[config.mk]
export PLATFORM = sky130hd
export DESIGN_NAME = ldo_top
export DESIGN_NICKNAME = d
export VERILOG_FILES = /design/src/ldo_pkg.sv /design/src/ldo_top.sv
export VERILOG_INCLUDE_DIRS = /design/src
export SDC_FILE = /design/constraint.sdc
export NUM_CORES = 1
export LEC_CHECK = 0
export BUFFER_PORTS_ARGS = -buffer_cell sky130_fd_sc_hd__buf_2
export CELL_PAD_IN_SITES_DETAIL_PLACEMENT = 0
export CELL_PAD_IN_SITES_GLOBAL_PLACEMENT = 1
export CORE_MARGIN = 2
export CORE_UTILIZATION = 29
export CTS_CLUSTER_DIAMETER = 120
export DETAILED_ROUTE_END_ITERATION = 10
export GPL_TIMING_DRIVEN = 0
export PLACE_DENSITY_LB_ADDON = 0.1
export SKIP_CTS_REPAIR_TIMING = 1
export SYNTH_ARGS = -nofsm -noshare
export SYNTH_HDL_FRONTEND = slang
export SYNTH_SLANG_ARGS = --single-unit
[constraint.sdc]
create_clock -name clk -period 1.4 [get_ports clk]
set_input_delay 0.14 -clock clk [delete_from_list [all_inputs] [get_ports clk]]
set_output_delay 0.14 -clock clk [all_outputs]
set_load 0.005 [all_outputs]
[src/ldo_defines.svh]
// Purpose: Offsets, field positions and codes of the destination override.
// Assumes: APB byte addressing, one 32-bit word per register index.
// Notes:   Definitions only.
`ifndef LDO_DEFINES_SVH
`define LDO_DEFINES_SVH

// Register index and its APB byte address (index times four)
`define LDO_IDX        14'h180A
`define LDO_ADDR       {`LDO_IDX, 2'h0}
`define LDO_AW         16

// Field positions inside the override register
`define LDO_EN0        0
`define LDO_D0_LO      1
`define LDO_EN1        4
`define LDO_D1_LO      5
`define LDO_EN2        8
`define LDO_D2_LO      9

// Writable bits, reset value, zero word
`define LDO_WMASK      32'h0000_0777
`define LDO_RESET      32'h0000_0000
`define LDO_ZERO       32'h0000_0000

// Port codes and destination masks
`define LDO_P0         2'h0
`define LDO_P1         2'h1
`define LDO_P2         2'h2
`define LDO_M0         3'h1
`define LDO_M1         3'h2
`define LDO_M2         3'h4
`define LDO_MNONE      3'h0

`endif

[src/ldo_pkg.sv]
// Purpose: Types shared by the destination override block.
// Assumes: Three switch ports, destinations carried as a port mask.
// Notes:   Field widths follow the lookup table entry.
package ldo_pkg;

    // Associated data of a matched table entry, passed through untouched
    typedef struct packed {
        logic       age1_override;
        logic       static_entry;
        logic       age0_filter;
        logic       prio_en;
        logic [2:0] prio;
    } ldo_assoc_t;

    // One lookup result: destination port mask and associated data
    typedef struct packed {
        logic [2:0] dest;
        ldo_assoc_t assoc;
    } ldo_result_t;

endpackage

[src/ldo_top.sv]
// Purpose: Per-port override of the address lookup destination, APB slave.
// Assumes: Lookup results arrive as one-cycle strobes synchronous to clk.
// Notes:   Result leaves one cycle after its strobe; ce low freezes all.
`include "ldo_defines.svh"

module ldo_top
    import ldo_pkg::*;
(
    input  wire logic                clk,
    input  wire logic                rst_n,
    input  wire logic                ce,
    input  wire logic                psel,
    input  wire logic                penable,
    input  wire logic                pwrite,
    input  wire logic [`LDO_AW-1:0]  paddr,
    input  wire logic [31:0]         pwdata,
    input  wire logic [3:0]          pstrb,
    output logic                     pready,
    output logic [31:0]              prdata,
    output logic                     pslverr,
    input  wire logic                lk_valid,
    input  wire logic [1:0]          lk_port,
    input  wire ldo_result_t         lk_res,
    output logic                     fw_valid,
    output logic [1:0]               fw_port,
    output ldo_result_t              fw_res
);

    logic [31:0] ovr;          // Override register
    logic [31:0] next_ovr;     // Its next value
    logic        next_pready;  // Access phase answer
    logic [31:0] next_prdata;  // Read data for the access phase
    logic        next_pslverr; // Unmapped address flag
    logic        hit;          // Address decode
    logic        wr_go;        // Write completes this edge

    // Decode one field code into a destination mask; code 3 selects none
    function automatic logic [2:0] ldo_decode(input logic [1:0] code);
        logic [2:0] m;
        m = `LDO_MNONE;
        unique case (code)
            `LDO_P0: m = `LDO_M0;
            `LDO_P1: m = `LDO_M1;
            `LDO_P2: m = `LDO_M2;
            default: m = `LDO_MNONE;
        endcase
        return m;
    endfunction

    // APB decode and register next values
    always_comb
    begin
        hit          = (paddr == `LDO_ADDR);
        wr_go        = psel && penable && pready && pwrite && hit;
        next_pready  = psel && !penable;
        next_pslverr = psel && !penable && !hit;
        next_prdata  = (psel && !penable && !pwrite && hit) ?
                       (ovr & `LDO_WMASK) : `LDO_ZERO;
        next_ovr     = ovr;
        if (wr_go)
        begin
            // Byte lanes picked by the strobes
            for (int b = 0; b < 4; b++)
            begin
                if (pstrb[b])
                begin
                    next_ovr[b*8 +: 8] = pwdata[b*8 +: 8];
                end
            end
            // Reserved bits are cleared so they always read zero
            next_ovr = next_ovr & `LDO_WMASK;
        end
    end

    // APB registers
    always_ff @(posedge clk)
    begin
        if (!rst_n)
        begin
            ovr     <= `LDO_RESET;
            pready  <= 1'b0;
            prdata  <= `LDO_ZERO;
            pslverr <= 1'b0;
        end
        else if (ce)
        begin
            ovr     <= next_ovr;
            pready  <= next_pready;
            prdata  <= next_prdata;
            pslverr <= next_pslverr;
        end
    end

    logic        sel_en;        // Override enable of the ingress port
    logic [1:0]  sel_code;      // Override code of the ingress port
    logic        next_fw_valid; // Result strobe to forwarding
    logic [1:0]  next_fw_port;  // Ingress port to forwarding
    ldo_result_t next_fw_res;   // Result to forwarding

    // Override selection, using the register as it stands now
    always_comb
    begin
        sel_en   = 1'b0;
        sel_code = `LDO_P0;
        unique case (lk_port)
            `LDO_P0:
            begin
                sel_en   = ovr[`LDO_EN0];
                sel_code = ovr[`LDO_D0_LO +: 2];
            end
            `LDO_P1:
            begin
                sel_en   = ovr[`LDO_EN1];
                sel_code = ovr[`LDO_D1_LO +: 2];
            end
            `LDO_P2:
            begin
                sel_en   = ovr[`LDO_EN2];
                sel_code = ovr[`LDO_D2_LO +: 2];
            end
            default:
            begin
                sel_en   = 1'b0;
                sel_code = `LDO_P0;
            end
        endcase
        next_fw_valid     = lk_valid;
        next_fw_port      = lk_port;
        next_fw_res.assoc = lk_res.assoc;
        next_fw_res.dest  = sel_en ? ldo_decode(sel_code)
                                   : lk_res.dest;
    end

    // Result registers toward the forwarding stage
    always_ff @(posedge clk)
    begin
        if (!rst_n)
        begin
            fw_valid <= 1'b0;
            fw_port  <= `LDO_P0;
            fw_res   <= '0;
        end
        else if (ce)
        begin
            fw_valid <= next_fw_valid;
            fw_port  <= next_fw_port;
            fw_res   <= next_fw_res;
        end
    end
endmodule

==> out/metrics.yaml <==
cts_root_buf: "clkbuf_8"
cts_buffers: 5
row_count: 28
rsz0062_at_grt: "no"
wl_per_cell_um: 11.4
core_um2: 5890
drt_iter0_drc: 56
r2r_start: "ovr[4]"
antenna_found_initial: 0
avgSynthCellArea_um2: 9.69
p_per_area_nw_per_um2: 833
postLayoutCoreUtil_pct: 40.1
grt_max_degree: 11
clock-sinks: 33
ys_seq_area_share_pct: 37.7
required_ns: 1.57
cp-start-kind: "flip-flop"
hold_class: "in -> reg"
fin_nets: 348
grt_pass1_vias: 1341
critPathKind: "reg -> reg"
crit_start: "ovr[4]"
setup_violations: 0
vias_per_cell: 4.20
netlist_top_cells_area: "dfxtp_1 38%, mux2i_1 13%, buf_4 10%"
placed_cell_area_um2: 2270
ant_nets: 0
antenna_cells: 0
hpwl_um: 3220
cts_tree: "done"
clock_path_buffers: 2
grt_usage_pct: 12.6
portBuffers: 67
die_area_um2: 6690
grt_first_pass_wirelength_um: 6280
yosysWarnings: 0
vias: 1479
syn_inst: 181
yosysUniqueCellTypes: 28
die_w_um: 81.8
clock_latency_ns: 0.28
htreeDepth: 2
clk_pin_slew_ns: 0.06
synth_seq_cells: 33
start_util_pct: 29.8
clock.fmax_mhz: 803
critPathArrivalTime_ns: 1.42
syn2layout_area_growth_pct: 34.4
vdd_drop_max_mv: 0.325
dieHeight_um: 81.8
synthesis.area_um2: 1750
first_pass_iters: 4
fin_total_pwr_mw: 1.96
max_cap_violations: 0
synth.top_cell.area_share_pct: 37.7
p_leak_nw: 1.09
route.detailed.drc: 0
drive_gt1_share_pct: 41.9
gp_congestion: 0.715
post-route-period-util_pct: 88.9
final_max_slew_viol_count: 0
hold_start: "pwdata[5]"
stdcell_area_um2: 2360
synth_top_area_cell: "dfxtp_1"
outcome: "finished clean"
gr-total-overflow: 0
period_minus_slack_ns: 1.24
hold_viol: 0
cp-end-kind: "flip-flop"
totalWireLength_um: 4010
clock-skew-final_ns: 0.00349
io_pins: 118
crit_path_max_fanout: 6
==> layout by cell type, fill, tap and decap left out, drive strengths merged <==
master and n:
buf 96, dfxtp 33, conb 23, mux2i 22, nand2 20, nor2b 19
clkbuf 13, nor4b 11, o21a 9, nand2b 5, nand4 3, nor2 3
o21ai 3, and2 2, o22ai 2, nand3b 2, nand3 2, a31oi 2
a21boi 2, nor4 1, nor4bb 1, mux2 1, a41o 1, or2b 1
==> final cells by class <==
cell class	instances	area, um^2
clock buffer	7	86.3
buffer	35	234
tap	75	93.8
sequential	33	661
fill	642	3530
multi-input combinational	135	947
timing repair buffer	67	335
==> power by group <==
group | leakage, nW | internal [mW] | total (mW) | switching [mW]
combinational | 0.775 | 0.147 | 0.270 | 0.123
clock | 0.0443 | 0.390 | 0.718 | 0.328
sequential | 0.269 | 0.964 | 0.975 | 0.0109
==> Yosys cell counts <==
library cell / n
dfxtp_1: 33
buf_4: 24
mux2i_1: 22
nand2_1: 20
nor2b_1: 19
nor4b_2: 11
o21a_1: 9
clkbuf_1: 6
nand2b_1: 5
buf_2: 4
nand4_1: 3
o21ai_0: 3
a21boi_0: 2
a31oi_1: 2
and2_1: 2
nand3_1: 2
nand3b_1: 2
o22ai_1: 2
a41o_1: 1
buf_6: 1
conb_1: 1
mux2_2: 1
nor2_1: 1
nor2_2: 1
nor2_4: 1
nor4_1: 1
nor4bb_1: 1
or2b_1: 1
==> final timing paths <==
path | end | slack [ns] | cells after the start
hold reg to reg | ovr[9] | 0.47 | 2
setup reg to reg | fw_res[8] | 0.16 | 4
setup / recovery | fw_res[8] | 0.16 | 4
hold / removal | ovr[5] | 0.1 | 3
==> registers in the layout (all words and copies together) (netlist names) <==
| register | flops |
|---|---|
| pslverr | 1 |
| fw_port | 2 |
| pready | 1 |
| fw_res | 10 |
| prdata | 9 |
| ovr | 9 |
| fw_valid | 1 |
==> metrics by stage <==
stage | hold slack, ns | setup slack, ns | TNS, ns | instances
2_1_floorplan | 0.282 | 0.228 | 0 | 203
3_3_place_gp | 0.395 | -0.131 | -1.71 | 345
3_5_place_dp | 0.396 | -0.134 | -1.98 | 345
4_1_cts | 0.0944 | -0.0368 | -0.0368 | 352
5_1_grt | 0.0937 | 0.0581 | 0 | 352
6_report | 0.0999 | 0.155 | 0 | 352
==> metal layers <==
layer  vias to the layer above  track usage, %  wire [um]
met5                         -               0          0
met4                         0            4.50         45
li1                        765               -          -
met1                       638            16.0       1770
met3                         6            4.62        394
met2                        70            19.6       1790
==> worst max-delay path: stages, from the launching register on <==
cell     delay [ns]
dfxtp_1        0.36
mux2i_1        0.10
o21ai_1        0.33
o22ai_1        0.13
a41o_1         0.22
==> logic make-up (layout without fill, tap and decap cells) <==
kind of cell / after synthesis / count (layout) / synth area share (%)
flip-flops: 33 / 33 / 37.7
other: 1 / 23 / 0.214
multiplexers: 23 / 23 / 13.2
buffers and inverters: 35 / 109 / 13.3
AO/OA/AOI/OAI: 19 / 19 / 7.56
AND/OR/NAND/NOR: 70 / 70 / 28.0
(Power assumes the default switching activity.)
